[config.mk]
export PLATFORM = sky130hd
export DESIGN_NAME = pcfg_config_header
export DESIGN_NICKNAME = d
export VERILOG_FILES = /design/src/rtl/pcfg_pkg.sv /design/src/rtl/pcfg_config_header.sv
export SDC_FILE = /design/constraint.sdc
export NUM_CORES = 1
export LEC_CHECK = 0
export BUFFER_PORTS_ARGS = -buffer_cell sky130_fd_sc_hd__buf_2
export CAP_MARGIN = 25
export CORE_ASPECT_RATIO = 0.75
export CORE_MARGIN = 4
export CORE_UTILIZATION = 57
export DETAILED_ROUTE_END_ITERATION = 8
export PLACE_DENSITY = 0.95
export SLEW_MARGIN = 15
export SYNTH_ARGS = -nofsm -noshare
export SYNTH_HDL_FRONTEND = slang
export SYNTH_SLANG_ARGS = --single-unit
[constraint.sdc]
create_clock -name clk -period 5.2 [get_ports clk]
set_input_delay 0.78 -clock clk [delete_from_list [all_inputs] [get_ports clk]]
set_output_delay 0.78 -clock clk [all_outputs]
set_load 0.005 [all_outputs]
[src/rtl/pcfg_pkg.sv]
package pcfg_pkg;
    // --------------------------------------------------------------
    // register byte offsets
    // --------------------------------------------------------------
    localparam logic [7:0] OFS_IDENT = 8'h00;
    localparam logic [7:0] OFS_CMDSTS = 8'h04;
    localparam logic [7:0] OFS_REVCLASS = 8'h08;
    localparam logic [7:0] OFS_HDRLAT = 8'h0c;
    localparam logic [7:0] OFS_MEMBASE = 8'h10;
    localparam logic [7:0] OFS_SUBSYS = 8'h2c;
    // --------------------------------------------------------------
    // decode values
    // --------------------------------------------------------------
    localparam logic [2:0] FUNC_ZERO = 3'h0;
    localparam logic [1:0] CFG_TYPE0 = 2'h0;
    // --------------------------------------------------------------
    // command bit positions
    // --------------------------------------------------------------
    localparam int CMD_MEM = 1;
    localparam int CMD_MASTER = 2;
    localparam int CMD_PARITY = 6;
    localparam int CMD_SERR = 8;
    // --------------------------------------------------------------
    // status bit positions, sticky order: dpe, sse, rma, rta, sta, dpr
    // --------------------------------------------------------------
    localparam int STS_NUM = 6;
    localparam int STS_POS [0:5] = '{31, 30, 29, 28, 27, 24};
    localparam int STS_FB2B = 23;
    localparam int STS_CAPLIST = 20;
    localparam logic [1:0] STS_DEVSEL_MEDIUM = 2'h1;
    // --------------------------------------------------------------
    // fixed contents and reset values
    // --------------------------------------------------------------
    localparam logic [23:0] CLASS_CODE = 24'h040000;
    localparam logic [7:0] HEADER_MULTI = 8'h80;
    localparam logic [11:0] MEMBASE_LOW = 12'h008;
    localparam logic [7:0] LAT_RESET = 8'h00;
    localparam logic [15:0] SUBSYS_RESET = 16'h0000;
    localparam logic [15:0] CMD_RESET = 16'h0000;
endpackage

[src/rtl/pcfg_config_header.sv]
`timescale 1ns/10ps
`default_nettype none
module pcfg_config_header #(
    parameter logic [15:0] PART_CODE = 16'h1234, // arbitrary value
    parameter logic [15:0] MAKER_CODE = 16'habcd, // arbitrary value
    parameter logic [7:0] REVISION_CODE = 8'h01 // arbitrary value
) (
    input wire logic clk,
    input wire logic rst,
    input wire logic cfgValid,
    input wire logic cfgIdsel,
    input wire logic [10:0] cfgAddr,
    input wire logic cfgWrite,
    input wire logic [3:0] cfgByteEnN,
    input wire logic [31:0] cfgWrData,
    output logic cfgAck,
    output logic [31:0] cfgRdData,
    input wire logic subsystemVendorWriteEnable,
    input wire logic parityErrSeen,
    input wire logic addrParityErrTarget,
    input wire logic serrRequest,
    input wire logic masterAbortSeen,
    input wire logic targetAbortReceived,
    input wire logic masterPerrRead,
    input wire logic masterPerrWriteSeen,
    output logic serrOut,
    output logic serrOutEnN,
    output logic targetAbortReq,
    output logic parityReportEn,
    output logic busMasterEn,
    input wire logic masterStartReq,
    output logic masterStart,
    input wire logic masterActive,
    input wire logic grantActive,
    output logic masterStop,
    input wire logic memValid,
    input wire logic [31:0] memAddr,
    output logic memHit
);
    // --------------------------------------------------------------
    // state
    // --------------------------------------------------------------
    logic [15:0] command_ff;
    logic [pcfg_pkg::STS_NUM-1:0] sticky_ff;
    logic [7:0] latency_ff;
    logic [19:0] memBase_ff;
    logic [15:0] subsysId_ff;
    logic [15:0] subsysVendor_ff;
    logic [7:0] latCount_ff;
    logic cfgAck_ff;
    logic [31:0] cfgRdData_ff;
    logic serrDrive_ff;
    logic targetAbort_ff;
    logic accept;
    logic wrAcc;
    logic [7:0] byteOfs;
    logic [3:0] laneOn;
    logic [pcfg_pkg::STS_NUM-1:0] stsEvent;
    logic [31:0] nxt_cfgRdData;
    logic [31:0] statusWord;
    logic [15:0] commandRead;
    logic latExpired;

    // --------------------------------------------------------------
    // configuration decode
    // --------------------------------------------------------------
    // select high, type 0, function zero
    assign accept = cfgValid && cfgIdsel && (cfgAddr[1:0] == pcfg_pkg::CFG_TYPE0)
        && (cfgAddr[10:8] == pcfg_pkg::FUNC_ZERO);
    assign byteOfs = {cfgAddr[7:2], 2'h0};
    assign laneOn = ~cfgByteEnN;
    assign wrAcc = accept && cfgWrite;

    // --------------------------------------------------------------
    // command register
    // --------------------------------------------------------------
    // only bits 8, 6, 2, 1 are kept
    always_ff @(posedge clk) begin
        if (rst) begin
            command_ff <= pcfg_pkg::CMD_RESET;
        end else if (wrAcc && byteOfs == pcfg_pkg::OFS_CMDSTS) begin
            if (laneOn[0]) begin
                command_ff[pcfg_pkg::CMD_MEM] <= cfgWrData[pcfg_pkg::CMD_MEM];
                command_ff[pcfg_pkg::CMD_MASTER] <= cfgWrData[pcfg_pkg::CMD_MASTER];
                command_ff[pcfg_pkg::CMD_PARITY] <= cfgWrData[pcfg_pkg::CMD_PARITY];
            end
            if (laneOn[1]) begin
                command_ff[pcfg_pkg::CMD_SERR] <= cfgWrData[pcfg_pkg::CMD_SERR];
            end
        end
    end

    // unimplemented command bits read zero
    always_comb begin
        commandRead = 16'h0000;
        commandRead[pcfg_pkg::CMD_MEM] = command_ff[pcfg_pkg::CMD_MEM];
        commandRead[pcfg_pkg::CMD_MASTER] = command_ff[pcfg_pkg::CMD_MASTER];
        commandRead[pcfg_pkg::CMD_PARITY] = command_ff[pcfg_pkg::CMD_PARITY];
        commandRead[pcfg_pkg::CMD_SERR] = command_ff[pcfg_pkg::CMD_SERR];
    end

    assign parityReportEn = command_ff[pcfg_pkg::CMD_PARITY];
    assign busMasterEn = command_ff[pcfg_pkg::CMD_MASTER];

    // --------------------------------------------------------------
    // status events and sticky bits
    // --------------------------------------------------------------
    // event sources in sticky order
    assign stsEvent[0] = parityErrSeen || addrParityErrTarget;
    assign stsEvent[1] = serrDrive_ff;
    assign stsEvent[2] = masterAbortSeen;
    assign stsEvent[3] = targetAbortReceived;
    assign stsEvent[4] = targetAbort_ff;
    assign stsEvent[5] = command_ff[pcfg_pkg::CMD_PARITY] && (masterPerrRead || masterPerrWriteSeen);

    // set wins over a write-one clear
    generate
        for (genvar i = 0; i < pcfg_pkg::STS_NUM; i++) begin : g_sticky
            always_ff @(posedge clk) begin
                if (rst) begin
                    sticky_ff[i] <= 1'b0;
                end else if (stsEvent[i]) begin
                    sticky_ff[i] <= 1'b1;
                end else if (wrAcc && byteOfs == pcfg_pkg::OFS_CMDSTS && laneOn[3]
                    && cfgWrData[pcfg_pkg::STS_POS[i]]) begin
                    sticky_ff[i] <= 1'b0;
                end
            end
        end
    endgenerate

    // command and status word as read
    always_comb begin
        statusWord = 32'h00000000;
        for (int k = 0; k < pcfg_pkg::STS_NUM; k++) begin
            statusWord[pcfg_pkg::STS_POS[k]] = sticky_ff[k];
        end
        statusWord[26:25] = pcfg_pkg::STS_DEVSEL_MEDIUM;
        statusWord[pcfg_pkg::STS_FB2B] = 1'b1;
        statusWord[pcfg_pkg::STS_CAPLIST] = 1'b1;
        statusWord[15:0] = commandRead;
    end

    // --------------------------------------------------------------
    // system error and target abort drivers
    // --------------------------------------------------------------
    // open-drain low drive, enable low while driving
    always_ff @(posedge clk) begin
        if (rst) begin
            serrDrive_ff <= 1'b0;
        end else begin
            serrDrive_ff <= serrRequest && command_ff[pcfg_pkg::CMD_SERR];
        end
    end
    assign serrOut = 1'b0;
    assign serrOutEnN = ~serrDrive_ff;

    // target abort on address parity error
    always_ff @(posedge clk) begin
        if (rst) begin
            targetAbort_ff <= 1'b0;
        end else begin
            targetAbort_ff <= addrParityErrTarget;
        end
    end
    assign targetAbortReq = targetAbort_ff;

    // --------------------------------------------------------------
    // latency timer and master gating
    // --------------------------------------------------------------
    // writable latency byte
    always_ff @(posedge clk) begin
        if (rst) begin
            latency_ff <= pcfg_pkg::LAT_RESET;
        end else if (wrAcc && byteOfs == pcfg_pkg::OFS_HDRLAT && laneOn[1]) begin
            latency_ff <= cfgWrData[15:8];
        end
    end

    // load on start, count down while master owns the bus
    always_ff @(posedge clk) begin
        if (rst) begin
            latCount_ff <= 8'h00;
        end else if (masterStart) begin
            latCount_ff <= latency_ff;
        end else if (masterActive && latCount_ff != 8'h00) begin
            latCount_ff <= latCount_ff - 8'h01;
        end
    end
    assign latExpired = latCount_ff == 8'h00;
    assign masterStart = masterStartReq && command_ff[pcfg_pkg::CMD_MASTER];
    assign masterStop = masterActive && latExpired && !grantActive;

    // --------------------------------------------------------------
    // memory window base and decode
    // --------------------------------------------------------------
    always_ff @(posedge clk) begin
        if (rst) begin
            memBase_ff <= 20'h00000;
        end else if (wrAcc && byteOfs == pcfg_pkg::OFS_MEMBASE) begin
            if (laneOn[1]) begin
                memBase_ff[3:0] <= cfgWrData[15:12];
            end
            if (laneOn[2]) begin
                memBase_ff[11:4] <= cfgWrData[23:16];
            end
            if (laneOn[3]) begin
                memBase_ff[19:12] <= cfgWrData[31:24];
            end
        end
    end
    // 4 kB window decode gated by memory enable
    assign memHit = memValid && command_ff[pcfg_pkg::CMD_MEM] && (memAddr[31:12] == memBase_ff);

    // --------------------------------------------------------------
    // subsystem identity
    // --------------------------------------------------------------
    always_ff @(posedge clk) begin
        if (rst) begin
            subsysId_ff <= pcfg_pkg::SUBSYS_RESET;
        end else if (wrAcc && byteOfs == pcfg_pkg::OFS_SUBSYS) begin
            if (laneOn[2]) begin
                subsysId_ff[7:0] <= cfgWrData[23:16];
            end
            if (laneOn[3]) begin
                subsysId_ff[15:8] <= cfgWrData[31:24];
            end
        end
    end

    // vendor half only while its write enable is on
    always_ff @(posedge clk) begin
        if (rst) begin
            subsysVendor_ff <= pcfg_pkg::SUBSYS_RESET;
        end else if (wrAcc && byteOfs == pcfg_pkg::OFS_SUBSYS && subsystemVendorWriteEnable) begin
            if (laneOn[0]) begin
                subsysVendor_ff[7:0] <= cfgWrData[7:0];
            end
            if (laneOn[1]) begin
                subsysVendor_ff[15:8] <= cfgWrData[15:8];
            end
        end
    end

    // --------------------------------------------------------------
    // read mux and answer
    // --------------------------------------------------------------
    // unmapped offsets read zero
    always_comb begin
        case (byteOfs)
            pcfg_pkg::OFS_IDENT: nxt_cfgRdData = {PART_CODE, MAKER_CODE};
            pcfg_pkg::OFS_CMDSTS: nxt_cfgRdData = statusWord;
            pcfg_pkg::OFS_REVCLASS: nxt_cfgRdData = {pcfg_pkg::CLASS_CODE, REVISION_CODE};
            pcfg_pkg::OFS_HDRLAT: nxt_cfgRdData = {8'h00, pcfg_pkg::HEADER_MULTI, latency_ff, 8'h00};
            pcfg_pkg::OFS_MEMBASE: nxt_cfgRdData = {memBase_ff, pcfg_pkg::MEMBASE_LOW};
            pcfg_pkg::OFS_SUBSYS: nxt_cfgRdData = {subsysId_ff, subsysVendor_ff};
            default: nxt_cfgRdData = 32'h00000000;
        endcase
    end

    // answer one cycle after an accepted cycle
    always_ff @(posedge clk) begin
        if (rst) begin
            cfgAck_ff <= 1'b0;
            cfgRdData_ff <= 32'h00000000;
        end else begin
            cfgAck_ff <= accept;
            if (accept && !cfgWrite) begin
                cfgRdData_ff <= nxt_cfgRdData;
            end
        end
    end
    assign cfgAck = cfgAck_ff;
    assign cfgRdData = cfgRdData_ff;

    // --------------------------------------------------------------
    // checks
    // --------------------------------------------------------------
    ack_decode_a: assert property (@(posedge clk) disable iff (rst)
        cfgAck |-> $past(cfgValid) && $past(cfgIdsel) && $past(cfgAddr[1:0]) == 2'h0)
        else $error("answer without valid decode");
    func_zero_a: assert property (@(posedge clk) disable iff (rst)
        cfgValid && cfgAddr[10:8] != 3'h0 |=> !cfgAck)
        else $error("other function answered");
    ident_read_a: assert property (@(posedge clk) disable iff (rst)
        accept && !cfgWrite && byteOfs == 8'h00 |=> cfgRdData == {PART_CODE, MAKER_CODE})
        else $error("identity readback wrong");
    fixed_status_a: assert property (@(posedge clk) disable iff (rst)
        statusWord[23] && statusWord[20] && statusWord[26:25] == 2'h1)
        else $error("fixed status bits wrong");
    cmd_unused_a: assert property (@(posedge clk) disable iff (rst)
        (commandRead & 16'hfeb9) == 16'h0000)
        else $error("unused command bit set");
    parity_sticky_a: assert property (@(posedge clk) disable iff (rst)
        parityErrSeen ##1 !(wrAcc && byteOfs == 8'h04 && laneOn[3] && cfgWrData[31]) |-> statusWord[31] [*2])
        else $error("parity flag not held");
    serr_gate_a: assert property (@(posedge clk) disable iff (rst)
        !serrOutEnN |-> $past(command_ff[8]) ##1 statusWord[30])
        else $error("system error drive or flag wrong");
    dpr_gate_a: assert property (@(posedge clk) disable iff (rst)
        $rose(sticky_ff[5]) |-> $past(command_ff[6]))
        else $error("parity report without enable");
    master_gate_a: assert property (@(posedge clk) disable iff (rst)
        masterStart |-> busMasterEn)
        else $error("master start while disabled");
    mem_gate_a: assert property (@(posedge clk) disable iff (rst)
        memHit |-> command_ff[1] && memAddr[31:12] == memBase_ff)
        else $error("memory hit while disabled");
    bar_low_a: assert property (@(posedge clk) disable iff (rst)
        accept && !cfgWrite && byteOfs == 8'h10 |=> cfgRdData[11:0] == 12'h008)
        else $error("memory base low bits wrong");
    clear_write_a: assert property (@(posedge clk) disable iff (rst)
        wrAcc && byteOfs == 8'h04 && laneOn[3] && cfgWrData[29] && !masterAbortSeen |=> !sticky_ff[2])
        else $error("status clear failed");
endmodule
`default_nettype wire

==> out/qor.yml, run 1 <==
hpwl_microns: 10440
finalSetupTns_ns: 0
rows: 29
ys.warnings.count: 0
ys.flop_type: "dfxtp_1"
drt_iter0_drc: 480
area_growth_pct: 24.55
insertion_delay_ns: 0.41
ys_types: 53
wl_per_cell_microns: 19.82
drive_above_1_share_pct: 25.04
cts_tree: "done"
routed_via_density: 6.155
overflow: 0
cts_resized: 0
yosysTopAreaCell: "dfxtp_1"
finalWeightedCongestion: 0.8397
slew_headroom_pct: 29.83
finalPower_mw: 2.470
cts_setup_buffers: 0
cp-end-kind: "flip-flop"
period_share_pct: 57.72
async_reset_ff_share_pct: 0
p_switching_uw: 587.4
ir_drop_v: 0.0002490
syn_avg_cell_area_sq_um: 9.785
start_kind: "input port"
cp.arrival_ns: 3.33
synth_area_leaders: "dfxtp_1, mux2i_1, nand2b_1"
power_density_mw_per_mm2: 379.5
ys_seq_area_share_pct: 43.30
worstHoldPathType: "flip-flop to flip-flop"
insertedDiodeCount: 0
crit_fanout: 5
core_area_sq_mm: 0.008708
p_seq_share_pct: 37.9
die_h_microns: 90.92
ys_ff_latch: 113
fin_util_pct: 74.73
cts-hold-fix-buffers: 0
grt_pass1_vias: 4857
syn_area_sq_mm: 0.005225
die-area_sq_mm: 0.01078
die_w_microns: 118.6
cts_sinks: 113
drt_wl_total_microns: 15200
place_ws_ns: 1.986
p_leak_nw: 2.749
layout.cells.non_filler: 767
drc: 0
fin_crit_ns: 3.001
critPathKind: "input port to flip-flop"
netlist.area_leader.share_pct: 43.30
swShare_pct: 23.79
fin_ws_ns: 2.199
rsz0062_at_grt: "no"
synth_edf_count: 0
cts-root-buf: "clkbuf_16"
pwr-share-clk_pct: 49.1
placement.io_buffers: 123
grt.total_usage_pct: 28.24
antenna_found_initial: 1
num_vias: 4721
max-clock-path-buffers: 2
skew_ns: 0.004659
dp.cells: 735
slew_violations: 0
nets: 744
intPower_mw: 1.882
report.final.hold_viol_count: 0
tightest_slew_ns: 1.050
synth_fp_nets: 632
cap_violations: 0
clkTransAtPathRegs_ns: 0.05
cts.htree.levels: 4
combPwrFrac_pct: 13.1
drt.antenna.violating_nets: 0
netlist_instances: 534
max_freq_mhz: 333.2
crit_required_ns: 5.53
grt_max_degree: 60
first_pass_iters: 6
cts_buffers: 17
outcome: "finished, final reports clean"
setup_viol_count_final: 0
grt_pass1_wl_microns: 24450
initial_core_util_pct: 60.00
ioPinCount: 137
cell usage after synthesis, types with 2 or more instances:
| master | count |
|---|---|
| a21oi_1 | 15 |
| or3b_1 | 2 |
| a31oi_1 | 2 |
| a22oi_1 | 10 |
| a22o_1 | 2 |
| clkbuf_1 | 23 |
| nand3b_1 | 2 |
| and2_1 | 3 |
| xnor2_1 | 13 |
| nor3_1 | 9 |
| xor2_1 | 10 |
| a311oi_1 | 6 |
| a222oi_1 | 12 |
| ha_1 | 2 |
| and4_1 | 2 |
| nor4b_1 | 2 |
| nor3b_1 | 3 |
| mux2i_1 | 60 |
| nor2b_1 | 3 |
| nor4_1 | 5 |
| buf_2 | 11 |
| a221oi_1 | 4 |
| nand2b_1 | 89 |
| nor3b_4 | 2 |
| nor2_1 | 22 |
| a211oi_1 | 6 |
| o2bb2ai_1 | 30 |
| dfxtp_1 | 113 |
| and3_1 | 2 |
| and4b_1 | 2 |
| nand2_1 | 8 |
| inv_1 | 8 |
| nand4_1 | 5 |
| nand3_1 | 15 |
| or4_1 | 2 |
| o21ai_0 | 12 |
metrics by stage:
stage	cell area [sq um]	hold WS, ns
final	6507	0.4550
after CTS	6507	0.4586
after global placement	5873	0.4422
after global routing	6507	0.4744
after floorplan	5225	0.4235
after detailed placement	5873	0.4416
layer usage:
metal / track usage [%] / share of wire (%)
met1: 34.92 / 41
met2: 46.81 / 47
met3: 7.264 / 8.9
met4: 12.25 / 2.8
met5: 0 / 0.046
power groups by stage:
| stage | Sequential [mW] | Combinational [mW] | Clock [mW] |
|---|---|---|---|
| detailed placement | 0.950 | 0.311 | 0 |
| floorplan | 0.936 | 0.231 | 0 |
| global placement | 0.947 | 0.293 | 0 |
| finish | 0.935 | 0.323 | 1.21 |
| CTS | 0.934 | 0.317 | 1.22 |
| global route | 0.938 | 0.354 | 1.27 |
worst max-delay path, stage by stage:
cell and delay [ns]:
buf_2 0.11, nor4b_1 0.68, nand2_1 0.34, nor3b_1 0.92, buf_4 0.29, mux2i_1 0.20
area by class of cell:
| class | count | area (sq um) |
|---|---|---|
| fill | 613 | 2201 |
| clock inverter | 2 | 60.06 |
| multi-input combinational | 376 | 2778 |
| clock buffer | 30 | 574.3 |
| timing repair buffer | 130 | 668.1 |
| inverter | 8 | 30.03 |
| sequential | 113 | 2262 |
| tap | 108 | 135.1 |
logic make-up after synthesis:
logic type	synth area share [%]
and+or+nand+nor	22.13
DFF	43.30
AOI/OAI and AO/OA	15.09
muxes	11.49
buffers and inverters	3.592
xor gates and xnor gates	3.855
adders and majority gates	0.4789
other	0.07177
path summary, 6_finish.rpt:
| path | from | endpoint | slack (ns) | cells past startpoint |
|---|---|---|---|---|
| max | cfgAddr[1] | memBase_ff[13] | 2.20 | 6 |
| min | cfgRdData[18] | cfgRdData[18] | 0.46 | 1 |
| max reg2reg | latCount_ff[2] | latCount_ff[6] | 3.29 | 4 |
| min reg2reg | cfgRdData[18] | cfgRdData[18] | 0.46 | 1 |
cell usage in the layout (no fill, tap or decap), types with 7 or more instances in the layout:
cell type / count
clkbuf_16: 17
nand2b_1: 89
dfxtp_1: 113
xnor2_1: 13
xor2_1: 10
mux2i_1: 60
o21ai_0: 12
buf_2: 123
a222oi_1: 12
nand3_1: 15
o2bb2ai_1: 30
buf_4: 7
a21oi_1: 15
inv_1: 8
nand2_1: 8
clkbuf_8: 10
nor3_1: 9
nor2_1: 21
a22oi_1: 10
sequential cells by signal, indices dropped and copies added (netlist names), 4 cells and up:
register	cells
cfgRdData	32
command_ff	4
latCount_ff	8
latency_ff	8
memBase_ff	20
statusWord	6
subsysId_ff	16
subsysVendor_ff	16
No activity file was read; power rests on OpenSTA's default activity.
==> run 2, diff against run 1 <==
Settings changed: ABC_AREA from default to 1, CORE_UTILIZATION 57 to 48, PLACE_DENSITY 0.95 to 0.88.
Clock period 5.2 ns to 2.4 ns, I/O delays scaled along.
==> out/qor.yml, run 2 <==
clkTransAtPathRegs_ns: 0.05  # about the same
r2r_start: "latCount_ff[0]"  # was latCount_ff[2]
synth_simple_gate_area_share_pct: 36.33  # was 22.13%
max_freq_mhz: 511.9
synth_xor_area_share_pct: 1.445  # was 3.855%
final_cell_mix: "nand2_1, buf_2, dfxtp_1"  # was buf_2, dfxtp_1, nand2b_1
area_growth_pct: 23.60  # was 24.55%
grt_max_degree: 66  # was 60
rsz0062_at_grt: "no"  # unchanged
grt_pass1_vias: 5062  # was 4857
fin_ws_ns: 0.4467  # was 2.199 ns
cp_num_buf_inv: 2  # unchanged
crit_required_ns: 2.04  # was 5.53 ns
drive_above_1_share_pct: 20.65  # was 25.04%
cts_buffers: 17  # unchanged
crit_slowest_cell: "dfxtp_1"  # was nor3b_1
slew_violations: 0  # unchanged
core_area_sq_mm: 0.01102  # was 0.008708 sq mm
startpoint: "latCount_ff[0]"  # was cfgAddr[1]
ys_types: 32  # was 53
synth-compound-area-share_pct: 12.16  # was 15.09%
cts_setup_buffers: 0  # unchanged
outcome: "finished, final reports clean"  # unchanged
syn_avg_cell_area_sq_um: 6.828  # was 9.785 sq um
path_cells: "inv_1 -> ha_1 -> nand2_1 -> nor2_1 -> nand3_1 -> nor3_1 -> buf_2"  # was buf_2 -> nor4b_1 -> nand2_1 -> nor3b_1 -> buf_4 -> mux2i_1
die-area_sq_mm: 0.01315  # was 0.01078 sq mm
holdWs_ns: 0.1766  # was 0.4550 ns
ys_ff_latch: 113  # unchanged
report.final.hold_viol_count: 0  # unchanged
period_share_pct: 81.39
hpwl_microns: 11020  # was 10440 microns
critical-path-max-stage-delay_ns: 0.31  # was 0.92 ns
wl_per_cell_microns: 14.42  # was 19.82 microns
drt_iter0_drc: 437  # was 480
worstHoldPathType: "input port to flip-flop"  # was flip-flop to flip-flop
insertion_delay_ns: 0.41  # about the same
die_w_microns: 131.1  # was 118.6 microns
die_h_microns: 100.3  # was 90.92 microns
slew_headroom_pct: 53.98  # was 29.83%
dp.cells: 1039  # was 735
critPathKind: "flip-flop to primary output"  # was input port to flip-flop
power_density_mw_per_mm2: 751.9  # was 379.5 mW/mm^2
routed_via_density: 5.285  # was 6.155
grt_pass1_wl_microns: 25030  # was 24450 microns
cp.arrival_ns: 1.59  # was 3.33 ns
synth_top_family_by_area: "simple AND/OR/NAND/NOR gates"  # unchanged
num_vias: 5660  # was 4721
ir_drop_v: 0.0004848  # was 0.0002490 V
synth.most_common_cell: "nand2_1"  # was dfxtp_1
skew_ns: 0.007645  # was 0.004659 ns
first_pass_iters: 6  # unchanged
grt.total_usage_pct: 23.57  # was 28.24%
cts_sinks: 113  # unchanged
timing.rr.end: "latCount_ff[3]"  # was latCount_ff[6]
max-clock-path-buffers: 2  # unchanged
synth_adder_area_share_pct: 0.4587  # was 0.4789%
drc: 0  # unchanged
p_leak_nw: 3.118  # was 2.749 nW
cap_violations: 0  # unchanged
synth_fp_nets: 897  # was 632
layout_commonest_cell: "nand2_1"  # was buf_2
crit_fanout: 4  # was 5
cts.htree.levels: 4  # unchanged
tightest_slew_ns: 0.6903  # was 1.050 ns
start_kind: "flip-flop"  # was input port
finalSetupTns_ns: 0  # unchanged
async_reset_ff_share_pct: 0  # unchanged
ys.warnings.count: 0  # unchanged
synth_edf_count: 0  # unchanged
synth_area_leaders: "dfxtp_1, nand2_1, nor2_1"  # was dfxtp_1, mux2i_1, nand2b_1
cts_resized: 0  # unchanged
drt.antenna.violating_nets: 0  # unchanged
rows: 33  # was 29
initial_core_util_pct: 49.48  # was 60.00%
netlist.area_leader.share_pct: 41.47  # was 43.30%
antenna_found_initial: 3  # was 1
largest_reg_flops: 32  # unchanged
ys.flop_type: "dfxtp_1"  # unchanged
syn_area_sq_mm: 0.005455  # was 0.005225 sq mm
cp.depth: 7  # was 6
netlist_instances: 799  # was 534
r2r_cells: 9  # was 4
nets: 1017  # was 744
cts-root-buf: "clkbuf_16"  # unchanged
layout.cells.non_filler: 1071  # was 767
crit_path_end: "masterStop"  # was memBase_ff[13]
cts_tree: "done"  # unchanged
ioPinCount: 137  # unchanged
r2r_slack_ns: 0.68  # was 3.29 ns
fin_crit_ns: 1.953
drt_wl_total_microns: 15450  # was 15200 microns
placement.io_buffers: 123  # unchanged
cts-hold-fix-buffers: 0  # unchanged
setup_viol_count_final: 0  # unchanged
ys_seq_area_share_pct: 41.47  # was 43.30%
finalWeightedCongestion: 0.8668  # was 0.8397
cp-end-kind: "primary output"  # was flip-flop
overflow: 0  # unchanged
yosysTopAreaCell: "dfxtp_1"  # unchanged
ys_top_cells_by_count: "nand2_1, dfxtp_1, nor2_1, a21oi_1, inv_1"  # was dfxtp_1, nand2b_1, mux2i_1, o2bb2ai_1, clkbuf_1
place_ws_ns: 0.5018  # was 1.986 ns
muxShareOfSynthArea_pct: 0  # was 11.49%
critPathTopFamily: "simple AND/OR/NAND/NOR gates"  # unchanged
[run 2: changes by cell type after synthesis, moves of 12 or more]
cell,previous run,this run
mux2i_1,60,0
nor2_1,22,110
inv_1,8,63
o2bb2ai_1,30,0
nand2b_1,89,0
nand3_1,15,61
o21ai_0,12,46
nand4_1,5,18
a21oi_1,15,71
a222oi_1,12,0
nand2_1,8,223
[run 2: worst min-delay path by stage]
| stage | start | slack [ns] | to | cells past startpoint |
|---|---|---|---|---|
| finish | addrParityErrTarget | 0.18 | targetAbortReq | 3 |
| global route | addrParityErrTarget | 0.19 | targetAbortReq | 3 |
| CTS | addrParityErrTarget | 0.17 | targetAbortReq | 3 |
| detailed placement | subsysId_ff[0] | 0.45 | subsysId_ff[0] | 2 |
| global placement | targetAbortReq | 0.44 | statusWord[27] | 2 |
| floorplan | command_ff[8] | 0.42 | serrDrive_ff | 2 |
[run 2: logic make-up after synthesis]
logic type	Yosys count
buf+inv	104
fa+ha+maj	2
other cells	1
simple gates	441
flops	113
compound gates	129
xor+xnor	9
[run 2: through the flow]
step | utilization (%) | power, mW | area [sq um]
after global routing | 61.16 | 5.261 | 6743
after global placement | 55.83 | 2.701 | 6155
final | 61.16 | 5.070 | 6743
after CTS | 60.89 | 5.066 | 6713
after detailed placement | 55.83 | 2.719 | 6155
after floorplan | - | 2.519 | 5455
[run 2: tightest hold or removal path: stages]
cell and delay (ns):
buf_2 0.11, inv_1 0.04, nor2_1 0.03
[run 2: report_power, final]
part / total (mW) / switching (mW) / internal [mW]
logic: 0.729 / 0.448 / 0.282
registers: 1.97 / 0.0387 / 1.93
clock network: 2.37 / 0.826 / 1.54
total: 5.07 / 1.31 / 3.76
[run 2: metal layers]
metal  GRT usage (%)  routed length, microns
met1           33.10                    6946
met2           35.27                    6658
met3           7.515                    1637
met4           6.134                     178
met5               0                      27
[run 2: cell type report]
cell class	instances	area, sq um
Tap cell	140	175.2
Clock buffer	25	505.5
Multi-Input combinational cell	582	2753
Clock inverter	5	52.55
Inverter	73	276.5
Fill cell	987	4282
Antenna cell	1	2.502
Sequential cell	113	2262
Timing Repair Buffer	132	715.7
